[config.mk]
export PLATFORM = sky130hd
export DESIGN_NAME = ocld_regs
export DESIGN_NICKNAME = d
export VERILOG_FILES = /design/src/design/ocld_pkg.sv /design/src/design/ocld_cond_if.sv /design/src/design/ocld_cond.sv /design/src/design/ocld_regs.sv
export SDC_FILE = /design/constraint.sdc
export NUM_CORES = 1
export LEC_CHECK = 0
export BUFFER_PORTS_ARGS = -buffer_cell sky130_fd_sc_hd__clkbuf_2
export CAP_MARGIN = 20
export CORE_ASPECT_RATIO = 0.75
export CORE_MARGIN = 8
export CORE_UTILIZATION = 44
export CTS_CLUSTER_DIAMETER = 120
export DETAILED_ROUTE_END_ITERATION = 16
export MAX_ROUTING_LAYER = met4
export PLACE_DENSITY_LB_ADDON = 0.15
export SLEW_MARGIN = 25
export SYNTH_ARGS = -nofsm -noshare
export SYNTH_HDL_FRONTEND = slang
export SYNTH_SLANG_ARGS = --single-unit
[constraint.sdc]
create_clock -name i_clk -period 1.5 [get_ports i_clk]
set_input_delay 0.15 -clock i_clk [delete_from_list [all_inputs] [get_ports i_clk]]
set_output_delay 0.15 -clock i_clk [all_outputs]
set_load 0.02 [all_outputs]
[src/design/ocld_pkg.sv]
// Purpose: Shared constants for the oscillator calibration, divider and
//          condition register slice.
// Assumes: 8-bit register address, 16-bit register data.
// Notes:   Every offset lives here, with the divider and calibration field positions and the non-zero reset values.
package ocld_pkg;
   // Bus geometry
   localparam int ADDR_W = 8;
   localparam int DATA_W = 16;
   // Register offsets
   localparam logic [7:0] A_DIV_CTRL = 8'h3f;
   localparam logic [7:0] A_CAL_START = 8'h50;
   localparam logic [7:0] A_BIAS_WR = 8'h51;
   localparam logic [7:0] A_RF_CAL_WR = 8'h53;
   localparam logic [7:0] A_IF_CAL_WR = 8'h57;
   localparam logic [7:0] A_STARTUP = 8'h5a;
   localparam logic [7:0] A_BIAS_RD = 8'h5b;
   localparam logic [7:0] A_RF_CAL_RD = 8'h5c;
   localparam logic [7:0] A_IF_CAL_RD = 8'h5d;
   localparam logic [7:0] A_PROGRESS = 8'h5e;
   localparam logic [7:0] A_COND = 8'hc4;
   localparam logic [7:0] A_IRQ_EN = 8'hc5;
   localparam logic [7:0] A_DIV_RD = 8'hcf;
   // Field widths and positions
   localparam int BIAS_W = 5;
   localparam int CAL_W = 9;
   localparam int STARTUP_W = 12;
   localparam int IF_DIV_LSB = 4;
   localparam int LO_DIV_LSB = 0;
   localparam int CAL_BIAS_BIT = 0;
   localparam int CAL_RF_BIT = 1;
   localparam int CAL_IF_BIT = 2;
   // Reset values
   localparam int IF_STARTUP_US = 325;
   localparam logic [STARTUP_W-1:0] RST_STARTUP = STARTUP_W'(IF_STARTUP_US);
   localparam logic [7:0] RST_IRQ_EN = 8'h80;
   // Divider select codes
   typedef enum logic [2:0] {
      LO_OFF = 3'h0, LO_DIV1 = 3'h1, LO_DIV2 = 3'h2,
      LO_DIV4 = 3'h4, LO_DIV6 = 3'h5, LO_DIV8 = 3'h7
   } ocld_lo_div_e;
   typedef enum logic [1:0] {
      IF_DIV1 = 2'h0, IF_DIV4 = 2'h1, IF_DIV8 = 2'h2, IF_DIV16 = 2'h3
   } ocld_if_div_e;

   // LO code to ratio, zero meaning stopped
   function automatic logic [3:0] lo_ratio(input logic [2:0] code);
      case (code)
         LO_DIV1: lo_ratio = 4'h1;
         LO_DIV2: lo_ratio = 4'h2;
         LO_DIV4: lo_ratio = 4'h4;
         LO_DIV6: lo_ratio = 4'h6;
         LO_DIV8: lo_ratio = 4'h8;
         default: lo_ratio = 4'h0;
      endcase
   endfunction

   // IF output code to ratio
   function automatic logic [4:0] if_ratio(input logic [1:0] code);
      case (code)
         IF_DIV1: if_ratio = 5'h01;
         IF_DIV4: if_ratio = 5'h04;
         IF_DIV8: if_ratio = 5'h08;
         default: if_ratio = 5'h10;
      endcase
   endfunction
endpackage

[src/design/ocld_cond_if.sv]
// Purpose: Carries condition state between the register file and the
//          condition latch unit.
// Assumes: Single clock domain.
// Notes:   rd_value is combinational in the latch unit.
`timescale 1ns/1ps
interface ocld_cond_if;
   logic [7:0] live;
   logic [7:0] en;
   logic rd_clr;
   logic loops_on;
   logic [7:0] flags;
   logic [7:0] rd_value;
   logic irq_n;
   modport regs (output live, en, rd_clr, loops_on, input flags, rd_value, irq_n);
   modport cond (input live, en, rd_clr, loops_on, output flags, rd_value, irq_n);
endinterface

[src/design/ocld_cond.sv]
// Purpose: Condition bits: live view or edge latch, clear on read, interrupt.
// Assumes: live already synchronised to i_clk.
// Notes:   Bits 7..3 latch on rising edges, bits 2..0 on falling edges.
`timescale 1ns/1ps
module ocld_cond (
   // Clock and reset
   input wire logic i_clk,
   input wire logic i_rst,
   // Register side
   ocld_cond_if.cond c
);
   logic [7:0] lv;
   logic [7:0] prev;
   logic [7:0] evt;

   // Live state is void while the reference clock is gated
   assign lv = c.loops_on ? c.live : 8'h00;
   assign evt = {lv[7:3] & ~prev[7:3], ~lv[2:0] & prev[2:0]};

   // Edge detector history
   always_ff @(posedge i_clk)
   begin
      if (i_rst)
         prev <= 8'h00;
      else
         prev <= lv;
   end

   // Latch; a new event beats the read clear so none is lost
   always_ff @(posedge i_clk)
   begin
      if (i_rst || !c.loops_on)
         c.flags <= 8'h00;
      else if (c.rd_clr)
         c.flags <= evt & c.en;
      else
         c.flags <= (c.flags | evt) & c.en;
   end

   // Enabled bits show the latch, others the live level
   assign c.rd_value = (c.en & c.flags) | (~c.en & lv);
   assign c.irq_n = ~|c.flags;
endmodule

[src/design/ocld_regs.sv]
// Purpose: Register slice for oscillator start-up delay, calibration
//          read-back and progress, output dividers and condition flags.
// Assumes: Condition and comparator pins are asynchronous to i_clk;
//          loop enables and calibration done come from i_clk logic.
// Notes:   Read data is valid only in the cycle after the read strobe.
//
// What this block does
// - Start-up delay register holds microseconds, resets to 325, upper bits reserved.
// - Progress register bits 2,1,0 show IF, RF, bias calibration running.
// - Read-backs return their paired write registers; all reset to zero.
// - IF divider field bits 5:4 selects divide by 1, 4, 8, 16.
// - LO divider field bits 2:0 selects off, 1, 2, 4, 6, 8.
// - Disabled condition bit reads its live state at the read.
// - Enabled condition bit latches on its edge and asserts interrupt.
// - Reading the condition register clears every latched bit except one with a new edge in the read cycle.
// - With both loops off, reference clock stops and condition bits clear.
// - Bit 7 shows reference clock ready; latches on rising edge.
// - Bit 6 shows RF high comparator; latches on rising edge.
// - Bit 5 shows RF low comparator; latches on rising edge.
// - Bit 4 shows IF high comparator; latches on rising edge.
// - Bit 3 shows IF low comparator; latches on rising edge.
// - Bits 2,1,0 show both, IF, RF lock; latch on lock loss.
// - Writing bit 2 of start register begins IF calibration, sets progress.
`timescale 1ns/1ps
module ocld_regs (
   // Clock and reset
   input wire logic i_clk,
   input wire logic i_rst,
   // Register port
   input wire logic [ocld_pkg::ADDR_W-1:0] i_addr,
   input wire logic [ocld_pkg::DATA_W-1:0] i_wdata,
   input wire logic i_wr,
   input wire logic i_rd,
   output logic [ocld_pkg::DATA_W-1:0] o_rdata,
   // Analogue status pins
   input wire logic i_clk_ready,
   input wire logic i_rf_cmp_hi,
   input wire logic i_rf_cmp_lo,
   input wire logic i_if_cmp_hi,
   input wire logic i_if_cmp_lo,
   input wire logic i_if_lock,
   input wire logic i_rf_lock,
   // Loop enables
   input wire logic i_rf_loop_en,
   input wire logic i_if_loop_en,
   // Calibration engine
   input wire logic [2:0] i_cal_done,
   output logic [2:0] o_cal_start,
   output logic [ocld_pkg::BIAS_W-1:0] o_bias_cal_setting,
   output logic [ocld_pkg::CAL_W-1:0] o_rf_cal_code,
   output logic [ocld_pkg::CAL_W-1:0] o_if_cal_code,
   output logic [ocld_pkg::STARTUP_W-1:0] o_if_osc_startup_delay,
   // Dividers and reference clock
   output logic [1:0] o_if_output_divider_select,
   output logic [2:0] o_local_osc_divider_select,
   output logic [4:0] o_if_div_ratio,
   output logic [3:0] o_lo_div_ratio,
   output logic o_ref_clk_run,
   // Interrupt
   output logic o_interrupt_request_low
);
   ////////////////////////////////////////////////////////////////////////
   // Declarations
   logic wr_div;
   logic wr_start;
   logic rd_cond;
   logic [7:0] divider_control_reg;
   logic [7:0] irq_en;
   logic [2:0] cal_progress_reg;
   logic [6:0] pin_meta;
   logic [6:0] pin_sync;
   logic [ocld_pkg::DATA_W-1:0] next_rdata;

   ocld_cond_if cif ();

   ////////////////////////////////////////////////////////////////////////
   // Strobe decode
   assign wr_div = i_wr && i_addr == ocld_pkg::A_DIV_CTRL;
   assign wr_start = i_wr && i_addr == ocld_pkg::A_CAL_START;
   assign rd_cond = i_rd && i_addr == ocld_pkg::A_COND;

   ////////////////////////////////////////////////////////////////////////
   // Pin synchroniser, first stage feeds only the second
   always_ff @(posedge i_clk)
   begin
      if (i_rst)
      begin
         pin_meta <= 7'h00;
         pin_sync <= 7'h00;
      end
      else
      begin
         pin_meta <= {i_clk_ready, i_rf_cmp_hi, i_rf_cmp_lo, i_if_cmp_hi,
                      i_if_cmp_lo, i_if_lock, i_rf_lock};
         pin_sync <= pin_meta;
      end
   end

   // Condition bit assembly, bit 2 combines both locks
   assign cif.live[7] = pin_sync[6];
   assign cif.live[6] = pin_sync[5];
   assign cif.live[5] = pin_sync[4];
   assign cif.live[4] = pin_sync[3];
   assign cif.live[3] = pin_sync[2];
   assign cif.live[2] = pin_sync[1] & pin_sync[0];
   assign cif.live[1:0] = pin_sync[1:0];
   assign cif.en = irq_en;
   assign cif.rd_clr = rd_cond;
   assign cif.loops_on = i_rf_loop_en | i_if_loop_en;

   ocld_cond u_cond (
      .i_clk(i_clk),
      .i_rst(i_rst),
      .c(cif.cond)
   );

   ////////////////////////////////////////////////////////////////////////
   // Reference clock gate, off when neither loop runs
   always_ff @(posedge i_clk)
   begin
      if (i_rst)
         o_ref_clk_run <= 1'b0;
      else
         o_ref_clk_run <= cif.loops_on;
   end

   // Interrupt follows the latch, no extra delay
   assign o_interrupt_request_low = cif.irq_n;

   ////////////////////////////////////////////////////////////////////////
   // Start-up delay, only low bits kept; reserved bits dropped
   always_ff @(posedge i_clk)
   begin
      if (i_rst)
         o_if_osc_startup_delay <= ocld_pkg::RST_STARTUP;
      else if (i_wr && i_addr == ocld_pkg::A_STARTUP)
         o_if_osc_startup_delay <= i_wdata[ocld_pkg::STARTUP_W-1:0];
   end

   // Calibration settings; software may step codes up or down
   always_ff @(posedge i_clk)
   begin
      if (i_rst)
      begin
         o_bias_cal_setting <= '0;
         o_rf_cal_code <= '0;
         o_if_cal_code <= '0;
      end
      else if (i_wr)
      begin
         if (i_addr == ocld_pkg::A_BIAS_WR)
            o_bias_cal_setting <= i_wdata[ocld_pkg::BIAS_W-1:0];
         if (i_addr == ocld_pkg::A_RF_CAL_WR)
            o_rf_cal_code <= i_wdata[ocld_pkg::CAL_W-1:0];
         if (i_addr == ocld_pkg::A_IF_CAL_WR)
            o_if_cal_code <= i_wdata[ocld_pkg::CAL_W-1:0];
      end
   end

   // Interrupt enables, clock ready enabled after reset
   always_ff @(posedge i_clk)
   begin
      if (i_rst)
         irq_en <= ocld_pkg::RST_IRQ_EN;
      else if (i_wr && i_addr == ocld_pkg::A_IRQ_EN)
         irq_en <= i_wdata[7:0];
   end

   ////////////////////////////////////////////////////////////////////////
   // Start pulses to the calibration engine
   always_ff @(posedge i_clk)
   begin
      if (i_rst)
         o_cal_start <= 3'h0;
      else if (wr_start)
         o_cal_start <= i_wdata[2:0];
      else
         o_cal_start <= 3'h0;
   end

   // Progress flags; a start in the done cycle keeps the flag set
   always_ff @(posedge i_clk)
   begin
      if (i_rst)
         cal_progress_reg <= 3'h0;
      else
         cal_progress_reg <= (cal_progress_reg & ~i_cal_done) |
                             (wr_start ? i_wdata[2:0] : 3'h0);
   end

   ////////////////////////////////////////////////////////////////////////
   // Divider control; whole byte kept so read-back is exact
   always_ff @(posedge i_clk)
   begin
      if (i_rst)
         divider_control_reg <= 8'h00;
      else if (wr_div)
         divider_control_reg <= i_wdata[7:0];
   end

   // Decoded ratios; illegal LO codes leave the divider stopped
   always_ff @(posedge i_clk)
   begin
      if (i_rst)
      begin
         o_if_div_ratio <= ocld_pkg::if_ratio(2'h0);
         o_lo_div_ratio <= ocld_pkg::lo_ratio(3'h0);
      end
      else if (wr_div)
      begin
         o_if_div_ratio <= ocld_pkg::if_ratio(i_wdata[ocld_pkg::IF_DIV_LSB +: 2]);
         o_lo_div_ratio <= ocld_pkg::lo_ratio(i_wdata[ocld_pkg::LO_DIV_LSB +: 3]);
      end
   end

   assign o_if_output_divider_select = divider_control_reg[ocld_pkg::IF_DIV_LSB +: 2];
   assign o_local_osc_divider_select = divider_control_reg[ocld_pkg::LO_DIV_LSB +: 3];

   ////////////////////////////////////////////////////////////////////////
   // Read mux; write-only and unmapped offsets read zero
   always_comb
   begin
      next_rdata = '0;
      case (i_addr)
         ocld_pkg::A_BIAS_RD:
            next_rdata = 16'(o_bias_cal_setting);
         ocld_pkg::A_RF_CAL_RD:
            next_rdata = 16'(o_rf_cal_code);
         ocld_pkg::A_IF_CAL_RD:
            next_rdata = 16'(o_if_cal_code);
         ocld_pkg::A_PROGRESS:
            next_rdata = 16'(cal_progress_reg);
         ocld_pkg::A_COND:
            next_rdata = 16'(cif.rd_value);
         ocld_pkg::A_DIV_RD:
            next_rdata = 16'(divider_control_reg);
         default:
            next_rdata = '0;
      endcase
   end

   // Read data stands one cycle only, zero otherwise
   always_ff @(posedge i_clk)
   begin
      if (i_rst)
         o_rdata <= '0;
      else if (i_rd)
         o_rdata <= next_rdata;
      else
         o_rdata <= '0;
   end
endmodule

==> Word-level counts from Yosys, hierarchy flattened <==
Index checks and enable logic that the tools add are counted.
{ "classes": {"eq_ne": 20, "n_mux": 6, "n_bitwise": 17, "n_reduce_logical": 14} }
{ "ops": {"columns": ["cell", "n"], "rows": [
  ["8-bit by 7-bit equality test with 1-bit output, second input constant", 9],
  ["9-bit one-hot mux with 6 select lines", 1],
  ["8-bit AND", 4],
  ["8-bit equality test, second input constant", 3],
  ["4-bit one-hot mux with 5 select lines", 1],
  ["8-bit 2-to-1 mux", 2],
  ["8-bit OR", 2],
  ["5-bit one-hot mux with 3 select lines", 1],
  ["3-bit equality test, second input constant", 3],
  ["8-bit by 6-bit equality test with 1-bit output, second input constant", 1],
  ["8-bit inverter", 1],
  ["8-bit OR reduction", 1],
  ["3-bit AND", 2],
  ["3-bit inverter", 2],
  ["2-bit AND reduction", 3],
  ["5-bit AND", 1],
  ["1-bit logical AND", 5],
  ["5-bit inverter", 1],
  ["3-bit by 1-bit equality test with 1-bit output, second input constant", 1],
  ["3-bit by 2-bit equality test with 1-bit output, second input constant", 1],
  ["3-bit 2-to-1 mux", 1],
  ["3-bit OR", 1],
  ["2-bit by 1-bit equality test with 1-bit output, second input constant", 1],
  ["2-bit equality test, second input constant", 1],
  ["7 further kinds", 8]
]} }
{ "word_totals": {"register_bits": 113, "inputBits": 40, "output_inout_bits": 70, "word_cells": 73} }

==> Longest topological paths before layout <==
Gate-level depths: netlist (run 1).
{ "depth": {"word_depth": 7, "ltp_mapped": 8} }

==> By module <==
A second synthesis (run 1) with hierarchy kept.
{ "hier_totals": {"hier_cells": 457, "hier_area_um2": 4324.1} }
{ "modules_own_cells": {"columns": ["module", "instances", "cells_per_inst", "area_per_inst_um2", "seq_area_each_um2"], "rows": [
  ["ocld_regs", 1, 379, 3628.5, 1781.7],
  ["ocld_cond", 1, 78, 695.7, 320.3]
]} }

==> Worst setup path after synthesis (run 1) <==
Ideal clock, no wire load.
{ "synth_path": {"path_kind": "input -> register", "start": "input i_addr[3] in the netlist's numbering", "end": "register irq_en[7] (netlist: cif.en[7])", "t_arrival_ps": 1327, "t_required_ps": 1380, "setup_slack_ps": 53, "cell_stages": 6, "cell_sequence": "buf_2 nand2b_1 or2_1 nor2_8 nor2b_1 a211o_1"} }
{ "synth_via": {"elab_chain_cells": 2} }
{ "synth_rtl": {"columns": ["element", "line_no", "source"], "rows": [
  ["start: declaration", "ocld_regs.sv:30", "input wire logic [ocld_pkg::ADDR_W-1:0] i_addr,"],
  ["8-bit equality test", "ocld_regs.sv:165", "else if (i_wr && i_addr == ocld_pkg::A_IRQ_EN)"],
  ["1-bit logical AND", "ocld_regs.sv:165", null],
  ["end signal: assignment", "ocld_regs.sv:164", "irq_en <= ocld_pkg::RST_IRQ_EN;"],
  ["end signal: assignment", "ocld_regs.sv:166", "irq_en <= i_wdata[7:0];"],
  ["end: declaration", "ocld_regs.sv:68", "logic [7:0] irq_en;"]
]} }
Every way passes these cells.
A chain may end at the register's enable or synchronous reset.

==> Worst setup path after layout (run 1) <==
{ "layout_path": {"start": "register u_cond.c.flags[5]", "end": "output o_interrupt_request_low"} }
{ "layout_via": {"elab_chain_cells": 2} }
{ "layout_rtl": {"columns": ["element", "line_no", "source"], "rows": [
  ["start: declaration", "ocld_cond_if.sv:15", "modport cond (input live, en, rd_clr, loops_on, output flags, rd_value, irq_n);"],
  ["start signal: assignment", "ocld_cond.sv:35", "c.flags <= evt & c.en;"],
  ["start signal: assignment", "ocld_cond.sv:37", "c.flags <= (c.flags | evt) & c.en;"],
  ["8-bit OR reduction", "ocld_cond.sv:42", "assign c.irq_n = ~|c.flags;"],
  ["1-bit zero test", "ocld_cond.sv:42", null],
  ["end: declaration", "ocld_regs.sv:60", "output logic o_interrupt_request_low"]
]} }
Every way passes these cells.

==> out/metrics.yaml, run 1 <==
run_status:
  status: "finished with violations"
  failed_checks: "negative setup slack"
finish:
  post-route-util_pct: 56.5
  top_register: "o_if_osc_startup_delay"
  num_antenna_cells: 0
  drive_gt1_share_pct: 28.0
  final_cell_mix: "dfxtp_1, clkbuf_2, nand2_1"
  multiInputGateArea_mm2: 0.00205
  largest_reg_flops: 12
  syn2layout_area_growth_pct: 24.7
  final_common_cell: "dfxtp_1"
  fill_cells: 908
  regArea_mm2: 0.00211
  fin_cells: 732
  num-nets-final: 635
clocking:
  cts_tree: "built"
  clk_latency_ns: 0.35
  cts_num_sinks: 105
  clk_pin_slew_ns: 0.06
  cts-root-buf: "clkbuf_16"
  cts_buffers: 9
  clock_tree.htree_level_count: 3
  clock_path_buffers: 2
grt:
  grt_max_degree: 80
  antenna_found_initial: 0
  grt_pass1_wl_um: 21000
  grt_pass1_vias: 3880
  grt-ovfl-total: 0
  track_usage_pct: 20.6
critical_path:
  required_ns: 1.35
  worstSetupPathType: "reg -> out"
  start_kind: "flop"
  path_max_fanout: 2
  crit_path_end_kind: "output port"
  arrival_ns: 1.46
timing:
  fin_hold_ws_ns: 0.0101
  max_slew_margin_pct: 61.5
  max_freq_ghz: 0.620
  post-route-period-util_pct: 107
  setup_violations: 1
  period_needed_ns: 1.61
  slew_viol_final: 0
  rsz0062_at_grt: "true"
  clock_skew_ns: 0.00634
  setup_slack_ns: -0.112
  max_slew.worst_pin.slew_ns: 0.575
  hold_viol: 0
yosys:
  synth_warnings: 0
  yosysSeqAreaShare_pct: 48.0
  async_flop_share_pct: 0
  netlist-cell-type-count: 46
  synth_edf_count: 0
  ys.flop_type: "dfxtp_1"
  synth_top_area_cell: "dfxtp_1"
  syn_inst: 487
  syn_avg_cell_area_um2: 8.98
  ys_ff_latch: 105
  synth.area.top_cells: "dfxtp_1, mux2i_1, nand2_1, a21oi_1, nor2b_1"
  syn_area_mm2: 0.00438
  yosysTopAreaCellShare_pct: 48.0
route:
  routed_wl_um: 13200
  ant_nets: 0
  dr.pass1.iters: 5
  vias: 3904
  post-route-drc-count: 0
  via_per_inst: 5.33
  wl_per_cell_um: 18.0
  drt_iter0_drc: 331
job:
  maxCapViolCount: 0
placement:
  dp.cells: 714
  dp.final_hpwl_um: 9470
  gp_congestion: 0.891
  io_buffers: 97
floorplan:
  die_y_um: 102
  start_util_pct: 45.3
  die_area_mm2: 0.0134
  row_count: 31
  coreArea_mm2: 0.00966
  fp.dieW_um: 131
  io_pins: 110
pwr:
  ir_drop_v: 0.000657
  p_total_w: 0.00572
  p_leak_nw: 2.19
  p_per_area_mw_per_mm2: 1050
worst_hold_path:
  min_path_type: "in -> reg"
==> final cells by class <==
class                   count  share of cell area, %
well taps                 132                   3.03
clock inverters             7                   1.70
clock buffers               9                   4.13
inverters                   1                 0.0688
repair buffers            136                   14.9
flip-flops and latches    105                   38.6
multi-input cells         342                   37.6
==> what timing repair did <==
action | in CTS | in global routing
setup buffers | 0 | 1
setup endpoints to repair | 1 | 2
resized for setup | 2 | 9
pin swaps | 1 | 2
endpoints found under the hold margin | 0 | 1
hold buffers | 0 | 1
==> metrics by stage <==
step	setup WS (ns)	cell area [um2]	TNS (ns)
after global routing	-0.165	5460	-0.165
after CTS	-0.156	5410	-0.156
after floorplan	0.0533	4400	0
after detailed placement	-0.245	5090	-7.58
after global placement	-0.232	5090	-7.12
final	-0.112	5460	-0.112
==> per-layer routing <==
layer	wire (um)	track usage (%)	vias up
li1	-	-	1873
met1	6350	27.3	1862
met3	1050	6.58	13
met2	5620	29.4	156
met4	145	5.16	0
met5	0	-	-
==> cells in the mapped netlist, drive strengths merged (2+ instances only) <==
master     n
and2      10
nand2     65
mux2i     28
o21ai     16
a211o      6
nand3     21
a21oi     40
o2bb2ai    6
or4        2
nor2b     27
nand4bb    2
a32oi      2
nor3       3
or2        2
nand2b     4
and3b      2
nand4      2
nor3b     11
a22oi      5
buf       31
dfxtp    105
nand3b     3
and3      12
nor4       3
nor4b      4
nor2      44
a31oi      5
clkbuf    15
==> power by group <==
group	internal [W]	leakage [nW]	switching [W]
Sequential	0.00281	0.851	0.0000107
Combinational	0.000132	1.17	0.000236
Clock	0.00146	0.160	0.00106
==> path summary, 6_finish.rpt <==
check,start,end,slack [ns],depth (start not counted)
hold reg to reg,pin_meta[5]$_SDFF_PP0_,pin_sync[5]$_SDFF_PP0_,0.43,1
hold / removal,i_if_cmp_hi,pin_meta[3]$_SDFF_PP0_,0.01,2
setup / recovery,u_cond.c.flags[5]$_SDFF_PP0_,o_interrupt_request_low,-0.11,3
setup reg to reg,pin_sync[1]$_SDFF_PP0_,o_rdata[1]$_SDFF_PP0_,0.20,5
==> critical path, cell delays in order, from the launching register on <==
cell     delay [ns]
dfxtp_2        0.32
or4_4          0.54
nor2_4         0.14
buf_6          0.12
==> cell families after synthesis <==
kind of cell	count (synthesis)	synth area share, %
AO/OA/AOI/OAI	85	11.8
buffers and inverters	47	6.15
flip-flops	105	48.0
multiplexers	28	6.41
other	1	0.0857
AND/OR/NAND/NOR	221	27.5
Power figures use the tool's default switching activity.
==> run 2, diff against run 1 <==
Settings changed: RECOVER_POWER set to 25.
==> run 2 against run 1 <==
The flow still finishes with violations (negative setup slack); die area unchanged; utilization is 0.39 points lower; register-to-register slack hardly changed; clock skew down 0.00051 ns; final area fell by 0.69%; combinational power is 2% lower; cell count stayed put; first-iteration DRC count rose by 3.6%; total power shrank 0.15%.
==> out/metrics.yaml, run 2 (same netlist as run 1, synthesis figures left out) <==
run_status:
  status: "finished with violations"
  failed_checks: "negative setup slack"
placement:
  gp_congestion: 0.891
  dp.final_hpwl_um: 9470
  post_dp_cell_area_mm2: 0.00509
  io_buffers: 97
  pre_cts_ws_ns: -0.245
timing:
  setup_violations: 1
  max_slew.worst_pin.slew_ns: 0.980
  setup_slack_ns: -0.115
  slew_viol_final: 0
  period_needed_ns: 1.61
  hold_viol: 0
  clock_skew_ns: 0.00583
  rsz0062_at_grt: "true"
  post-route-period-util_pct: 108
  max_slew_margin_pct: 34.5
  fin_hold_ws_ns: 0.0123
  max_freq_ghz: 0.619
floorplan:
  fp.dieW_um: 131
  start_util_pct: 45.3
  io_pins: 110
  row_count: 31
  die_y_um: 102
  coreArea_mm2: 0.00966
  die_area_mm2: 0.0134
critical_path:
  arrival_ns: 1.46
  startpoint: "u_cond.c.flags[5]$_SDFF_PP0_"
  worst_path_max_delay_cell: "or4_4"
  r2r-start: "pin_sync[1]$_SDFF_PP0_"
  slowest_delay_ns: 0.54
  critPathTopFamily: "simple AND/OR/NAND/NOR gates"
  crit_path_end_kind: "output port"
  start_kind: "flop"
  critPathBufInv: 1
  critical_path.cell_chain: "or4_4 > nor2_4 > buf_6"
  worstSetupPathType: "reg -> out"
  r2r_setup_slack_ns: 0.21
  required_ns: 1.35
  path_max_fanout: 2
pwr:
  p_per_area_mw_per_mm2: 1050
  switching_share_pct: 22.9
  p_total_w: 0.00571
  p_int_w: 0.00440
  pwr-share-clk_pct: 44.2
  p_seq_share_pct: 49.5
  p_comb_share_pct: 6.3
  ir_drop_v: 0.000658
  p_switching_w: 0.00131
  p_leak_nw: 2.12
grt:
  grt-ovfl-total: 0
  grt_max_degree: 80
  grt_pass1_vias: 3880
  grt_pass1_wl_um: 21000
  antenna_found_initial: 0
  track_usage_pct: 20.6
job:
  maxCapViolCount: 0
finish:
  drive_gt1_share_pct: 24.7
  top_register: "o_if_osc_startup_delay"
  num-nets-final: 635
  largest_reg_flops: 12
  num_antenna_cells: 0
  final_cell_mix: "dfxtp_1, clkbuf_2, nand2_1"
  syn2layout_area_growth_pct: 23.9
  fill_cells: 921
  final_area_mm2: 0.00542
  final_common_cell: "dfxtp_1"
route:
  routed_wl_um: 13200
  post-route-drc-count: 0
  drt_iter0_drc: 343
  dr.pass1.iters: 5
  ant_nets: 0
  wl_per_cell_um: 18.1
  vias: 3915
  via_per_inst: 5.35
clocking:
  cts_buffers: 9
  cts-root-buf: "clkbuf_16"
  cts_num_sinks: 105
  clk_pin_slew_ns: 0.07
  clk_latency_ns: 0.35
  cts_tree: "built"
  clock_path_buffers: 2
  clock_tree.htree_level_count: 3
worst_hold_path:
  min_path_type: "in -> reg"
  min_from: "i_if_cmp_hi"
run 2: metrics by stage:
step | utilization (%) | TNS (ns) | std cells
floorplan | - | 0 | 494
CTS | 56.0 | -0.156 | 730
global placement | 52.7 | -7.12 | 714
finish | 56.1 | -0.115 | 732
detailed placement | 52.7 | -7.58 | 714
global route | 56.1 | -0.165 | 732
run 2: power by group through the flow:
stage	clock network (W)	registers, W	logic [W]
finish	0.00252	0.00282	0.000362
global route	0.00269	0.00282	0.000391
CTS	0.00257	0.00282	0.000358
detailed placement	0	0.00289	0.000355
global placement	0	0.00289	0.000350
floorplan	0	0.00289	0.000207
run 2: what timing repair did:
action                     4_1_cts  5_1_grt
buffers inserted                 0        1
hold buffers                     0        1
gates resized for setup          2        9
pin swaps                        1        2
hold endpoints to repair         0        1
setup endpoints to repair        1        2
run 2: layer usage:
layer	vias to the layer above	global-route usage, %	part of all wire (%)
li1	1874	-	-
met1	1870	27.3	49
met2	157	29.4	42
met3	14	6.58	7.8
met4	0	5.16	1.1
met5	-	-	0
run 2: final timing paths:
| kind | end | depth (start not counted) |
|---|---|---|
| setup / recovery | o_interrupt_request_low | 3 |
| hold reg to reg | pin_sync[5]$_SDFF_PP0_ | 1 |
| setup reg to reg | o_rdata[1]$_SDFF_PP0_ | 5 |
| hold / removal | pin_meta[3]$_SDFF_PP0_ | 2 |
run 2: final cells by class:
cell class	instances	area, um2	area share, %
Multi-Input combinational cell	342	2050	37.8
Inverter	1	3.75	0.0693
Clock inverter	7	92.6	1.71
Timing Repair Buffer	136	777	14.3
Clock buffer	9	225	4.16
Tap cell	132	165	3.05
Sequential cell	105	2110	38.9
run 2: worst reg2reg max path: cells and delay by family (launching register included):
kind,cells,cell delay [ns]
DFF,1,0.37
AOI/OAI and AO/OA,5,0.86
==> run 3, diff against run 2 <==
Settings changed: RECOVER_POWER 25 to 50.
==> run 3 against run 2 <==
The flow still finishes with violations (negative setup slack); via count down 1.4%; first-iteration DRC count up 15%; total power about the same; sequential cell count unchanged; critical path depth unchanged; non-clock buffer count unchanged; sequential power about the same; final area down 0.95%; count of clock-buffer cells in the layout unchanged; register-to-register slack about the same; clock power about the same; critical path type unchanged; largest power group unchanged.
==> out/metrics.yaml, run 3 (same netlist as run 1, synthesis figures left out) <==
grt:
  grt_pass1_wl_um: 21000
  busiest_layer: "met2"
  use_met3_pct: 6.58
  grt_max_degree: 80
  grt_pass1_vias: 3880
  grt-ovfl-total: 0
  grtUsageMet1_pct: 27.3
  track_usage_pct: 20.6
  met2_usage_pct: 29.4
  antenna_found_initial: 0
pwr:
  ir_drop_v: 0.000657
  p_int_w: 0.00440
  p_total_w: 0.00570
  p_leak_nw: 1.98
  switching_share_pct: 22.8
  pwr-share-clk_pct: 44.2
  p_comb_share_pct: 6.3
  p_per_area_mw_per_mm2: 1060
  p_seq_share_pct: 49.5
  p_switching_w: 0.00130
clocking:
  cts_buffers: 9
  clock_tree.htree_level_count: 3
  clk_latency_ns: 0.35
  cts_num_sinks: 105
  clk_pin_slew_ns: 0.07
  clock_path_buffers: 2
  cts-root-buf: "clkbuf_16"
  cts_tree: "built"
placement:
  dp.final_hpwl_um: 9470
  pre_cts_ws_ns: -0.245
  gp_congestion: 0.891
  io_buffers: 97
  post_dp_cell_area_mm2: 0.00509
worst_hold_path:
  hold_depth: 2
  min_from: "i_if_cmp_hi"
  min_path_type: "in -> reg"
run_status:
  failed_checks: "negative setup slack"
  status: "finished with violations"
critical_path:
  path_max_fanout: 2
  startpoint: "u_cond.c.flags[5]$_SDFF_PP0_"
  r2r-start: "pin_sync[1]$_SDFF_PP0_"
  start_kind: "flop"
  arrival_ns: 1.47
  ff2ff_path_depth: 5
  crit_path_end_kind: "output port"
  worstSetupPathType: "reg -> out"
  required_ns: 1.35
finish:
  largest_reg_flops: 12
  fill_cells: 940
  multiInputGateArea_mm2: 0.00205
  final_area_mm2: 0.00537
  post-route-util_pct: 55.6
  num-nets-final: 635
  drive_gt1_share_pct: 17.8
  top_register: "o_if_osc_startup_delay"
  final_cell_mix: "dfxtp_1, nand2_1, clkbuf_1"
  regArea_mm2: 0.00211
  num_antenna_cells: 0
  final_common_cell: "dfxtp_1"
  syn2layout_area_growth_pct: 22.7
job:
  maxCapViolCount: 0
route:
  drt_iter0_drc: 393
  post-route-drc-count: 0
  dr.pass1.iters: 5
  ant_nets: 0
  via_per_inst: 5.28
  vias: 3862
  wl_per_cell_um: 18.0
  routed_wl_um: 13200
timing:
  max_slew.worst_pin.slew_ns: 0.971
  rsz0062_at_grt: "true"
  setup_violations: 1
  hold_viol: 0
  max_freq_ghz: 0.619
  period_needed_ns: 1.62
  clock_skew_ns: 0.00594
  max_slew_margin_pct: 35.1
  post-route-period-util_pct: 108
  fin_hold_ws_ns: 0.0109
  setup_slack_ns: -0.116
  slew_viol_final: 0
floorplan:
  io_pins: 110
  fp.dieW_um: 131
  die_y_um: 102
  coreArea_mm2: 0.00966
  die_area_mm2: 0.0134
  start_util_pct: 45.3
  row_count: 31
run 3: cell counts in the layout (fill, tap and decap cells not counted):
Identical to the previous run, type by type.
run 3: what timing repair did:
| item | 4_1_cts | 5_1_grt |
|---|---|---|
| hold buffers | 0 | 1 |
| buffers inserted | 0 | 1 |
| setup endpoints to repair | 1 | 2 |
| pin swaps | 1 | 2 |
| resized for setup | 2 | 9 |
| endpoints found under the hold margin | 0 | 1 |
run 3: through the flow:
| stage | cells | TNS [ns] |
|---|---|---|
| after floorplan | 494 | 0 |
| after global placement | 714 | -7.12 |
| after global routing | 732 | -0.165 |
| after CTS | 730 | -0.156 |
| after detailed placement | 714 | -7.58 |
| final | 732 | -0.116 |
run 3: final timing paths:
check,end,slack (ns)
worst max register to register,o_rdata[1]$_SDFF_PP0_,0.22
worst min register to register,pin_sync[5]$_SDFF_PP0_,0.43
worst min-delay path,pin_meta[3]$_SDFF_PP0_,0.01
worst max-delay path,o_interrupt_request_low,-0.12
run 3: area by class of cell:
class / count / area share, %
Sequential cell: 105 / 39.2
Multi-Input combinational cell: 342 / 38.2
Timing Repair Buffer: 136 / 13.5
Clock buffer: 9 / 4.19
Tap cell: 132 / 3.08
Clock inverter: 7 / 1.72
Inverter: 1 / 0.0699
run 3: worst max-delay path, cell delays in order (launching register included):
cell and delay, ns:
dfxtp_2 0.32, or4_4 0.54, nor2_4 0.14, buf_6 0.12
run 3: power groups by stage:
stage                     combinational, W  sequential, W  clock [W]
after floorplan                   0.000207        0.00289          0
after global placement            0.000350        0.00289          0
after detailed placement          0.000355        0.00289          0
after CTS                         0.000358        0.00282    0.00257
after global routing              0.000391        0.00282    0.00269
final                             0.000361        0.00282    0.00252
run 3: layer usage:
layer  vias up  share of wire [%]
li1       1870                  -
met1      1817                 48
met2       163                 42
met3        12                8.3
met4         0                1.1
met5         -                  0
